===== src/rail_select_pkg.sv =====
// Package: register map, field layout and constants for rail selection
package rail_select_pkg;

  // ---------------------------------------------------------------
  // Register addresses (8-bit register index space)
  // ---------------------------------------------------------------
  localparam logic [7:0] ADDR_RELAY_CTRL = 8'h05;
  localparam logic [7:0] ADDR_HIGH_THR_CH0 = 8'h10;
  localparam logic [7:0] ADDR_LOW_THR_CH0 = 8'h11;
  localparam logic [7:0] ADDR_FILT_COEF_CH0 = 8'h12;
  localparam logic [7:0] ADDR_HIGH_THR_CH1 = 8'h18;
  localparam logic [7:0] ADDR_LOW_THR_CH1 = 8'h19;
  localparam logic [7:0] ADDR_FILT_COEF_CH1 = 8'h1a;
  localparam logic [7:0] ADDR_AUTO_CTRL = 8'h20;
  localparam logic [7:0] ADDR_RAIL_STATUS = 8'h21;
  localparam logic [7:0] CH_STRIDE = 8'h08;

  // ---------------------------------------------------------------
  // Field positions
  // ---------------------------------------------------------------
  localparam int RLY_MANUAL_RAIL_BIT = 5;
  localparam int RLY_THIRD_RAIL_BIT = 6;
  localparam int RLY_RING_OUT_BIT = 7;
  localparam int COEF_LSB = 3;
  localparam int COEF_MSB = 15;
  localparam int THR_LSB = 7;
  localparam int THR_MSB = 14;
  localparam int AUTO_ENABLE_BIT = 0;

  // ---------------------------------------------------------------
  // Reset values and filter scaling
  // ---------------------------------------------------------------
  localparam logic [7:0] RELAY_CTRL_RESET = 8'h00;
  localparam logic [15:0] HIGH_THR_RESET = 16'h0000;
  localparam logic [15:0] LOW_THR_RESET = 16'h0000;
  localparam logic [15:0] FILT_COEF_RESET = 16'h0a10;
  localparam logic [7:0] AUTO_CTRL_RESET = 8'h01;
  localparam logic [15:0] COEF_UNITY = 16'h4000;
  localparam int COEF_SHIFT = 14;
  localparam int SAMPLE_W = 16;

endpackage


===== src/battery_rail_select.sv =====
// Two-channel battery rail selection with register port
`timescale 1ns/1ps
module battery_rail_select #(
  parameter int SAMPLE_W = rail_select_pkg::SAMPLE_W,
  parameter int NUM_CH = 2
) (
  // Clock and reset
  input wire logic ref_clk,
  input wire logic rst,
  // Register port
  input wire logic [7:0] regAddr,
  input wire logic [15:0] regWdata,
  input wire logic regWrite,
  input wire logic regRead,
  output logic [15:0] regRdata,
  // Line measurements, per channel, from the same clock domain
  input wire logic [NUM_CH-1:0] tipRingValid,
  input wire logic [NUM_CH*SAMPLE_W-1:0] tipRingVolt,
  input wire logic [NUM_CH-1:0] offHook,
  input wire logic [NUM_CH-1:0] ringActive,
  // Rail switch controls
  output logic [NUM_CH-1:0] railSelectOutput,
  output logic [NUM_CH-1:0] ringingRailOutput
);

  // ---------------------------------------------------------------
  // Register storage
  // ---------------------------------------------------------------
  logic [7:0] relayCtrl_reg;
  logic [7:0] autoCtrl_reg;
  logic [15:0] highThr_reg [NUM_CH];
  logic [15:0] lowThr_reg [NUM_CH];
  logic [15:0] coef_reg [NUM_CH];
  logic [15:0] rdata_reg;
  logic [15:0] rdata_next;
  logic [NUM_CH-1:0] sel_reg;
  logic [NUM_CH-1:0] ring_reg;
  logic [NUM_CH-1:0] wantHigh;
  logic [SAMPLE_W-1:0] filtVolt [NUM_CH];

  logic autoEnable;
  logic manualRail;
  logic thirdRail;
  logic manualRing;

  assign autoEnable = autoCtrl_reg[rail_select_pkg::AUTO_ENABLE_BIT];
  assign manualRail = relayCtrl_reg[rail_select_pkg::RLY_MANUAL_RAIL_BIT];
  assign thirdRail = relayCtrl_reg[rail_select_pkg::RLY_THIRD_RAIL_BIT];
  assign manualRing = relayCtrl_reg[rail_select_pkg::RLY_RING_OUT_BIT];

  function automatic logic [7:0] chAddr(input logic [7:0] base,
                                        input int ch);
    chAddr = base + 8'(ch) * rail_select_pkg::CH_STRIDE;
  endfunction

  // Threshold field scaled to the filtered sample, as the comparator sees it
  function automatic logic [SAMPLE_W-1:0] thrLevel(input logic [15:0] thr);
    thrLevel = SAMPLE_W'(thr[rail_select_pkg::THR_MSB:
                             rail_select_pkg::THR_LSB])
               << rail_select_pkg::THR_LSB;
  endfunction

  // ---------------------------------------------------------------
  // Address decode
  // ---------------------------------------------------------------
  logic hitRelay;
  logic hitAuto;
  logic hitStatus;
  assign hitRelay = regAddr == rail_select_pkg::ADDR_RELAY_CTRL;
  assign hitAuto = regAddr == rail_select_pkg::ADDR_AUTO_CTRL;
  assign hitStatus = regAddr == rail_select_pkg::ADDR_RAIL_STATUS;

  // ---------------------------------------------------------------
  // Register writes
  // ---------------------------------------------------------------
  always_ff @(posedge ref_clk or posedge rst) begin
    if (rst) begin
      relayCtrl_reg <= rail_select_pkg::RELAY_CTRL_RESET;
      autoCtrl_reg <= rail_select_pkg::AUTO_CTRL_RESET;
    end else if (regWrite) begin
      if (hitRelay) begin
        relayCtrl_reg <= regWdata[7:0];
      end
      if (hitAuto) begin
        autoCtrl_reg <= regWdata[7:0];
      end
    end
  end

  genvar g;
  generate
    for (g = 0; g < NUM_CH; g++) begin : gCh
      logic hitHigh;
      logic hitLow;
      logic hitCoef;
      assign hitHigh = regAddr
                     == chAddr(rail_select_pkg::ADDR_HIGH_THR_CH0, g);
      assign hitLow = regAddr
                    == chAddr(rail_select_pkg::ADDR_LOW_THR_CH0, g);
      assign hitCoef = regAddr
                     == chAddr(rail_select_pkg::ADDR_FILT_COEF_CH0, g);

      always_ff @(posedge ref_clk or posedge rst) begin
        if (rst) begin
          highThr_reg[g] <= rail_select_pkg::HIGH_THR_RESET;
          lowThr_reg[g] <= rail_select_pkg::LOW_THR_RESET;
          coef_reg[g] <= rail_select_pkg::FILT_COEF_RESET;
        end else if (regWrite) begin
          if (hitHigh) begin
            highThr_reg[g] <= regWdata;
          end
          if (hitLow) begin
            lowThr_reg[g] <= regWdata;
          end
          if (hitCoef) begin
            coef_reg[g] <= regWdata;
          end
        end
      end

      rail_lowpass #(
        .SAMPLE_W(SAMPLE_W)
      ) uFilt (
        .ref_clk(ref_clk),
        .rst(rst),
        .sampleValid(tipRingValid[g]),
        .sampleIn(tipRingVolt[g*SAMPLE_W +: SAMPLE_W]),
        .coef(coef_reg[g]),
        .filtOut(filtVolt[g])
      );

      rail_threshold #(
        .SAMPLE_W(SAMPLE_W)
      ) uThr (
        .ref_clk(ref_clk),
        .rst(rst),
        .filtVolt(filtVolt[g]),
        .highThr(highThr_reg[g]),
        .lowThr(lowThr_reg[g]),
        .wantHigh(wantHigh[g])
      );
    end
  endgenerate

  // ---------------------------------------------------------------
  // Rail decision
  // ---------------------------------------------------------------
  // On-hook keeps the high rail; off-hook follows the comparator.
  logic [NUM_CH-1:0] autoSel;
  logic [NUM_CH-1:0] selNext;
  logic [NUM_CH-1:0] ringNext;
  assign autoSel = ~offHook | wantHigh;
  assign selNext = autoEnable ? autoSel : {NUM_CH{manualRail}};
  // Ringing rail on while on-hook and ringing, dropped once off-hook
  assign ringNext = thirdRail ? (ringActive & ~offHook)
                              : {NUM_CH{manualRing}};

  always_ff @(posedge ref_clk or posedge rst) begin
    if (rst) begin
      sel_reg <= '1;
      ring_reg <= '0;
    end else begin
      sel_reg <= selNext;
      ring_reg <= ringNext;
    end
  end

  assign railSelectOutput = sel_reg;
  assign ringingRailOutput = ring_reg;

  // ---------------------------------------------------------------
  // Register reads, one cycle latency; unmapped reads zero
  // ---------------------------------------------------------------
  always_comb begin
    rdata_next = '0;
    if (hitRelay) begin
      rdata_next = {8'h00, relayCtrl_reg};
    end
    if (hitAuto) begin
      rdata_next = {8'h00, autoCtrl_reg};
    end
    // Status width follows the channel count; extend on purpose
    if (hitStatus) begin
      rdata_next = 16'({ring_reg, sel_reg});
    end
    for (int i = 0; i < NUM_CH; i++) begin
      if (regAddr == chAddr(rail_select_pkg::ADDR_HIGH_THR_CH0, i)) begin
        rdata_next = highThr_reg[i];
      end
      if (regAddr == chAddr(rail_select_pkg::ADDR_LOW_THR_CH0, i)) begin
        rdata_next = lowThr_reg[i];
      end
      if (regAddr == chAddr(rail_select_pkg::ADDR_FILT_COEF_CH0, i)) begin
        rdata_next = coef_reg[i];
      end
    end
  end

  always_ff @(posedge ref_clk or posedge rst) begin
    if (rst) begin
      rdata_reg <= '0;
    end else if (regRead) begin
      rdata_reg <= rdata_next;
    end else begin
      rdata_reg <= '0;
    end
  end

  assign regRdata = rdata_reg;

  // ---------------------------------------------------------------
  // Assertions
  // ---------------------------------------------------------------
  AST_MANUAL_SEL: assert property (@(posedge ref_clk) disable iff (rst)
    !autoEnable |=> railSelectOutput == {NUM_CH{$past(manualRail)}})
    else $error("manual rail select not followed");

  AST_ONHOOK_HIGH: assert property (@(posedge ref_clk) disable iff (rst)
    (autoEnable && !offHook[0]) |=> railSelectOutput[0])
    else $error("on-hook channel 0 not on high rail");

  AST_OFFHOOK_FOLLOW: assert property (@(posedge ref_clk) disable iff (rst)
    (autoEnable && offHook[0] && !wantHigh[0]) |=> !railSelectOutput[0])
    else $error("off-hook channel 0 did not drop to low rail");

  AST_RING_AUTO: assert property (@(posedge ref_clk) disable iff (rst)
    (thirdRail && ringActive[0] && !offHook[0]) |=> ringingRailOutput[0])
    else $error("ringing rail not on during ringing");

  AST_RING_OFFHOOK: assert property (@(posedge ref_clk) disable iff (rst)
    (thirdRail && offHook[0]) |=> !ringingRailOutput[0])
    else $error("ringing rail held after off-hook");

  AST_RD_LATENCY: assert property (@(posedge ref_clk) disable iff (rst)
    (regRead && regAddr == rail_select_pkg::ADDR_RELAY_CTRL)
    |=> regRdata == {8'h00, $past(relayCtrl_reg)})
    else $error("relay control readback wrong");

  AST_RD_IDLE: assert property (@(posedge ref_clk) disable iff (rst)
    !regRead |=> regRdata == 16'h0000)
    else $error("read data outside read slot");

  // Comparator may only rise past the high and fall past the low threshold
  AST_HYST_HOLD: assert property (
    @(posedge ref_clk) disable iff (rst)
    $rose(wantHigh[0])
    |-> $past(filtVolt[0]) > thrLevel($past(highThr_reg[0])))
    else $error("comparator rose without crossing high threshold");

  AST_HYST_FALL: assert property (
    @(posedge ref_clk) disable iff (rst)
    $fell(wantHigh[0])
    |-> $past(filtVolt[0]) < thrLevel($past(lowThr_reg[0])))
    else $error("comparator fell without crossing low threshold");

  // Zero coefficient freezes the filter; unity passes the sample through
  AST_COEF_ZERO: assert property (
    @(posedge ref_clk) disable iff (rst)
    (tipRingValid[0] && coef_reg[0][rail_select_pkg::COEF_MSB:
                                    rail_select_pkg::COEF_LSB] == '0)
    |=> $stable(filtVolt[0]))
    else $error("zero coefficient let the filter move");

  AST_COEF_UNITY: assert property (
    @(posedge ref_clk) disable iff (rst)
    (tipRingValid[0] && coef_reg[0] == rail_select_pkg::COEF_UNITY)
    |=> filtVolt[0] == $past(tipRingVolt[SAMPLE_W-1:0]))
    else $error("unity coefficient did not pass the sample");

  AST_RING_MANUAL: assert property (
    @(posedge ref_clk) disable iff (rst)
    !thirdRail |=> ringingRailOutput == {NUM_CH{$past(manualRing)}})
    else $error("manual ringing output not followed");

  AST_WR_RELAY: assert property (
    @(posedge ref_clk) disable iff (rst)
    (regWrite && hitRelay) |=> relayCtrl_reg == $past(regWdata[7:0]))
    else $error("relay control write lost");

  // On-hook, off-hook and ringing-drop rules on every channel, not only the first
  for (genvar a = 0; a < NUM_CH; a++) begin : gChk
    AST_CH_ONHOOK: assert property (
      @(posedge ref_clk) disable iff (rst)
      (autoEnable && !offHook[a]) |=> railSelectOutput[a])
      else $error("on-hook channel not on high rail");

    AST_CH_OFFHOOK: assert property (
      @(posedge ref_clk) disable iff (rst)
      (autoEnable && offHook[a])
      |=> railSelectOutput[a] == $past(wantHigh[a]))
      else $error("off-hook channel not following comparator");

    AST_CH_RING: assert property (
      @(posedge ref_clk) disable iff (rst)
      (thirdRail && offHook[a]) |=> !ringingRailOutput[a])
      else $error("ringing rail held after off-hook");
  end

  COV_AUTO_LOW: cover property (@(posedge ref_clk)
    autoEnable && $fell(railSelectOutput[0]));
  COV_AUTO_HIGH: cover property (@(posedge ref_clk)
    autoEnable && $rose(railSelectOutput[0]));
  COV_RING: cover property (@(posedge ref_clk) $rose(ringingRailOutput[0]));
  COV_MANUAL: cover property (@(posedge ref_clk)
    !autoEnable && $changed(railSelectOutput));
  COV_RING_OFF: cover property (@(posedge ref_clk)
    thirdRail && $fell(ringingRailOutput[1]));

endmodule


===== src/rail_lowpass.sv =====
// Single-pole low-pass filter on the tip-ring magnitude
`timescale 1ns/1ps
module rail_lowpass #(
  parameter int SAMPLE_W = 16
) (
  // Clock and reset
  input wire logic ref_clk,
  input wire logic rst,
  // Sample stream
  input wire logic sampleValid,
  input wire logic [SAMPLE_W-1:0] sampleIn,
  input wire logic [15:0] coef,
  // Filtered result
  output logic [SAMPLE_W-1:0] filtOut
);

  // ---------------------------------------------------------------
  // y += k * (x - y), k = coef / 4000h
  // ---------------------------------------------------------------
  localparam int ACC_W = SAMPLE_W + rail_select_pkg::COEF_SHIFT;
  logic [ACC_W-1:0] acc_reg;
  logic [ACC_W-1:0] acc_next;
  logic signed [SAMPLE_W+1:0] diff;
  logic signed [SAMPLE_W+17:0] step;
  logic [15:0] coefMasked;

  // Low three bits are unused; above unity clamp so zero blocks, 4000h passes
  assign coefMasked = (coef & 16'hfff8) > rail_select_pkg::COEF_UNITY
                    ? rail_select_pkg::COEF_UNITY : (coef & 16'hfff8);
  assign diff = $signed({2'b00, sampleIn})
              - $signed({2'b00, acc_reg[ACC_W-1 -: SAMPLE_W]});
  assign step = diff * $signed({2'b00, coefMasked});
  assign acc_next = acc_reg + ACC_W'(step);

  always_ff @(posedge ref_clk or posedge rst) begin
    if (rst) begin
      acc_reg <= '0;
    end else if (sampleValid) begin
      acc_reg <= acc_next;
    end
  end

  assign filtOut = acc_reg[ACC_W-1 -: SAMPLE_W];

endmodule


===== src/rail_threshold.sv =====
// Hysteresis comparator choosing high or low rail for one channel
`timescale 1ns/1ps
module rail_threshold #(
  parameter int SAMPLE_W = 16
) (
  // Clock and reset
  input wire logic ref_clk,
  input wire logic rst,
  // Filtered voltage and thresholds
  input wire logic [SAMPLE_W-1:0] filtVolt,
  input wire logic [15:0] highThr,
  input wire logic [15:0] lowThr,
  // Decision: 1 = high rail
  output logic wantHigh
);

  logic wantHigh_reg;
  logic [SAMPLE_W-1:0] highLevel;
  logic [SAMPLE_W-1:0] lowLevel;
  logic goHigh;
  logic goLow;

  // Only bits 14:7 are significant
  assign highLevel = SAMPLE_W'({highThr[rail_select_pkg::THR_MSB:
                     rail_select_pkg::THR_LSB], 7'h00});
  assign lowLevel = SAMPLE_W'({lowThr[rail_select_pkg::THR_MSB:
                    rail_select_pkg::THR_LSB], 7'h00});
  // Large tip-ring voltage means on-hook, needs the high rail
  assign goHigh = filtVolt > highLevel;
  assign goLow = filtVolt < lowLevel;

  // Hold the last choice between the two thresholds
  always_ff @(posedge ref_clk or posedge rst) begin
    if (rst) begin
      wantHigh_reg <= 1'b1;
    end else if (!wantHigh_reg && goHigh) begin
      wantHigh_reg <= 1'b1;
    end else if (wantHigh_reg && goLow) begin
      wantHigh_reg <= 1'b0;
    end
  end

  assign wantHigh = wantHigh_reg;

endmodule


===== config.mk =====
export PLATFORM = sky130hd
export DESIGN_NAME = battery_rail_select
export DESIGN_NICKNAME = d
export VERILOG_FILES = /design/src/rail_select_pkg.sv /design/src/battery_rail_select.sv /design/src/rail_lowpass.sv /design/src/rail_threshold.sv
export SDC_FILE = /design/constraint.sdc
export NUM_CORES = 2
export LEC_CHECK = 0
export BUFFER_PORTS_ARGS = -buffer_cell sky130_fd_sc_hd__buf_4
export CORE_ASPECT_RATIO = 0.8
export CORE_MARGIN = 1.5
export CORE_UTILIZATION = 65
export DETAILED_ROUTE_END_ITERATION = 8
export MAX_ROUTING_LAYER = met4
export PLACE_DENSITY = 0.81
export SYNTH_ARGS = -nofsm -noshare
export SYNTH_HDL_FRONTEND = slang
export SYNTH_HIERARCHICAL = 1
export SYNTH_SLANG_ARGS = --single-unit

===== constraint.sdc =====
create_clock -name ref_clk -period 10.1 [get_ports ref_clk]
set_clock_uncertainty 0.1 [all_clocks]
set_input_delay 2.02 -clock ref_clk [delete_from_list [all_inputs] [get_ports ref_clk]]
set_output_delay 2.02 -clock ref_clk [all_outputs]
set_load 0.05 [all_outputs]

==> metrics.cfg <==
[yosys]
ys_ff_latch=188
ys.flop_type=dfrtp_1
synth.cell_area_um2=28400
synthMuxAreaShare_pct=6.51
synth.distinct_cells=98
synthArstFlopShare_pct=100
synth-simple-area-share_pct=12.3
ys_warn_count=6
synth_top_family_by_area=adder cells
synth_edf_count=0
synth.avg_cell_area_um2=9.44
synth_compound_area_share_pct=7.15
synth_cells=3006
synth_seq_area_share_pct=16.6
synth_xor_area_share_pct=3.98
synthAdderAreaFrac_pct=42.5

[power_and_ir_drop]
switching_share_pct=53.8
p_clk_share_pct=7.2
p_per_area_nw_per_um2=346
p_comb_share_pct=82.1
total_power_mw=10.4
p_int_mw=4.83
power.switching_mw=5.62
leakage_nw=15.6
seq_power_share_pct=10.7
vdd_ir_drop_max_mv=0.668

[grt]
grt_max_degree=76
antenna_found_initial=0
gr-total-overflow=0
grt_util_all_layers_pct=36.0
grt_pass1_vias=22900
grt_pass1_wl_um=122000

[cells_and_area]
final_cell_mix=inv_1, fa_1, nor2_1
mostFrequentLayoutCell=inv_1
finalNetCount=3841
nFillCells=3272
largest_reg_flops=54
syn_to_final_growth_pct=6.44
final_area_um2=30200
drive_gt1_share_pct=11.7

[setup_path]
timing.rr.start=gCh[0].uFilt/acc_reg[22]
critical_path.max_stage_delay_ps=560
crit_path_top_delay_cell=fa_1
path_common_cell=fa_1
startpoint_type=input port
worstSetupEndpointType=flop
worst-setup-path-type=input port to flop
crit_fanout=6
arrival_ps=9830
crit_path_start=tipRingVolt[16]
critPathRequiredTime_ps=10340

[timing]
slew_headroom_pct=21.6
finalCriticalPeriod_ps=9590
hold_viol_final=0
maxSlewViolCount=0
rsz0062_at_grt=true
fin_ws_ps=507
setup_viol=0
tightest_slew_ps=1170
hold_ws_ps=406
finalCritPeriodShare_pct=95.0
fmax_ghz=0.104

[clock_tree]
clockBufferDepth=2
clk_latency_ps=460
hold_buffers=0
cts_made_buffers=17
cts_resized=0
clock-root-buffer=clkbuf_16
clkSlewWorstSetupHoldPaths_ps=80
clkSinkCount=188
cts_setup_buffers=0
cts_tree=done
htreeDepth=4

[floorplan]
core-area_um2=43100
die-area_um2=44900
start_util_pct=65.9
num_io_pins=86
die_x_um=237
row_count=68
die_y_um=190

[status]
outcome=complete, no violations

[place]
place_ws_ps=-42.1
hpwl_um=59800
portBuffers=85
place_area_um2=29500
gp_congestion=0.966

[route]
routed_wl_um=73800
drcViolationCount=0
avgRoutedWirePerCell_um=20.3
dr.pass1.iters=6
vias=21300
viasPerCell=5.85
drt_iter0_markers=1796
ant_nets=0

[worst_hold_path]
hold_path_class=flop to flop
hold_start=lowThr_reg[17]

[job]
maxCapViolations=0

[worst paths after layout]
path	to	slack [ps]	cells past startpoint
hold / removal	lowThr_reg[17]	410	1
setup reg to reg	gCh[0].uFilt/acc_reg[29]	1690	30
hold reg to reg	lowThr_reg[17]	410	1
max in group asynchronous	lowThr_reg[8]	7090	3
min in group asynchronous	gCh[0].uThr/wantHigh	1560	2
setup / recovery	gCh[1].uFilt/acc_reg[26]	510	33
[metal layers]
metal  GRT usage [%]  vias up  part of all wire [%]
met2            55.4      953                    46
met1            48.9    10700                    42
met5               -        -                     0
met4            11.5        0                   3.1
met3            6.50      162                   8.6
li1                -     9479                     -
[layout make-up]
type | count | area, um2 | share of cell area, %
Multi-Input combinational cell | 2075 | 20700 | 68.6
Sequential cell | 188 | 4720 | 15.6
Inverter | 657 | 2470 | 8.18
Timing Repair Buffer | 126 | 946 | 3.13
Tap cell | 560 | 701 | 2.32
Clock buffer | 17 | 425 | 1.41
Clock inverter | 15 | 228 | 0.754
Antenna cell | 1 | 2.50 | 0.00829
[critical path, delay by kind of cell]
family / cells / cell delay, ps
AND/OR/NAND/NOR: 4 / 810
adder cells (fa/ha/maj): 9 / 4020
multiplexers: 1 / 270
XOR/XNOR: 2 / 380
buffers and inverters: 6 / 320
AO/OA/AOI/OAI: 11 / 2020
[cells in the mapped netlist (4+ instances only)]
library cell,number,area [um2]
nor4_1,9,56.3
fa_1,424,8490
buf_2,15,75.1
o21bai_1,11,82.6
nand2_4,4,45.0
a21oi_1,83,415
dfrtp_1,177,4430
and2_1,18,113
inv_1,657,2470
xnor2_1,78,683
o22a_1,11,96.3
mux2_2,123,1390
nand3_1,34,170
o22ai_1,9,56.3
a211o_1,6,52.6
mux2_4,12,180
nand4_1,11,68.8
nor2b_1,14,87.6
xor2_1,44,385
buf_4,35,263
a21o_1,26,195
clkbuf_1,54,203
mux2i_1,28,280
o21a_1,16,120
o21ai_0,58,290
nand2_1,220,826
buf_1,4,15.0
a31oi_1,14,87.6
nand2b_1,46,288
dfstp_2,11,289
a22oi_1,4,30.0
o2111ai_1,5,43.8
nor3b_1,6,45.0
or2_2,12,75.1
ha_1,286,3580
o211ai_1,6,45.0
and3_1,9,56.3
or4_1,5,37.5
a211oi_1,9,67.6
buf_6,4,45.0
o221ai_1,7,61.3
nor2_1,304,1140
nor3_1,16,80.1
[cell families (layout without fill, tap and decap cells)]
family | count (synthesis) | count (layout)
adders and majority gates | 710 | 710
muxes | 163 | 163
DFF | 188 | 188
buffers and inverters | 769 | 815
and+or+nand+nor | 746 | 746
AOI/OAI and AO/OA | 303 | 303
xor gates and xnor gates | 125 | 125
other | 2 | 29
[power groups by stage]
stage	logic [mW]	registers (mW)	clock network, mW
4_1_cts	8.43	1.12	0.761
3_3_place_gp	8.05	1.12	0
6_report	8.57	1.12	0.751
2_1_floorplan	6.18	1.03	0
3_5_place_dp	8.30	1.13	0
5_1_grt	9.55	1.13	0.787
[through the flow]
step           std cells  TNS [ps]  util [%]
6_report            3639         0      70.1
5_1_grt             3638         0      70.1
4_1_cts             3638         0      70.1
3_5_place_dp        3606     -42.1      68.6
3_3_place_gp        3606         0      68.6
2_1_floorplan       3032         0         -
Power figures use the tool's default switching activity.
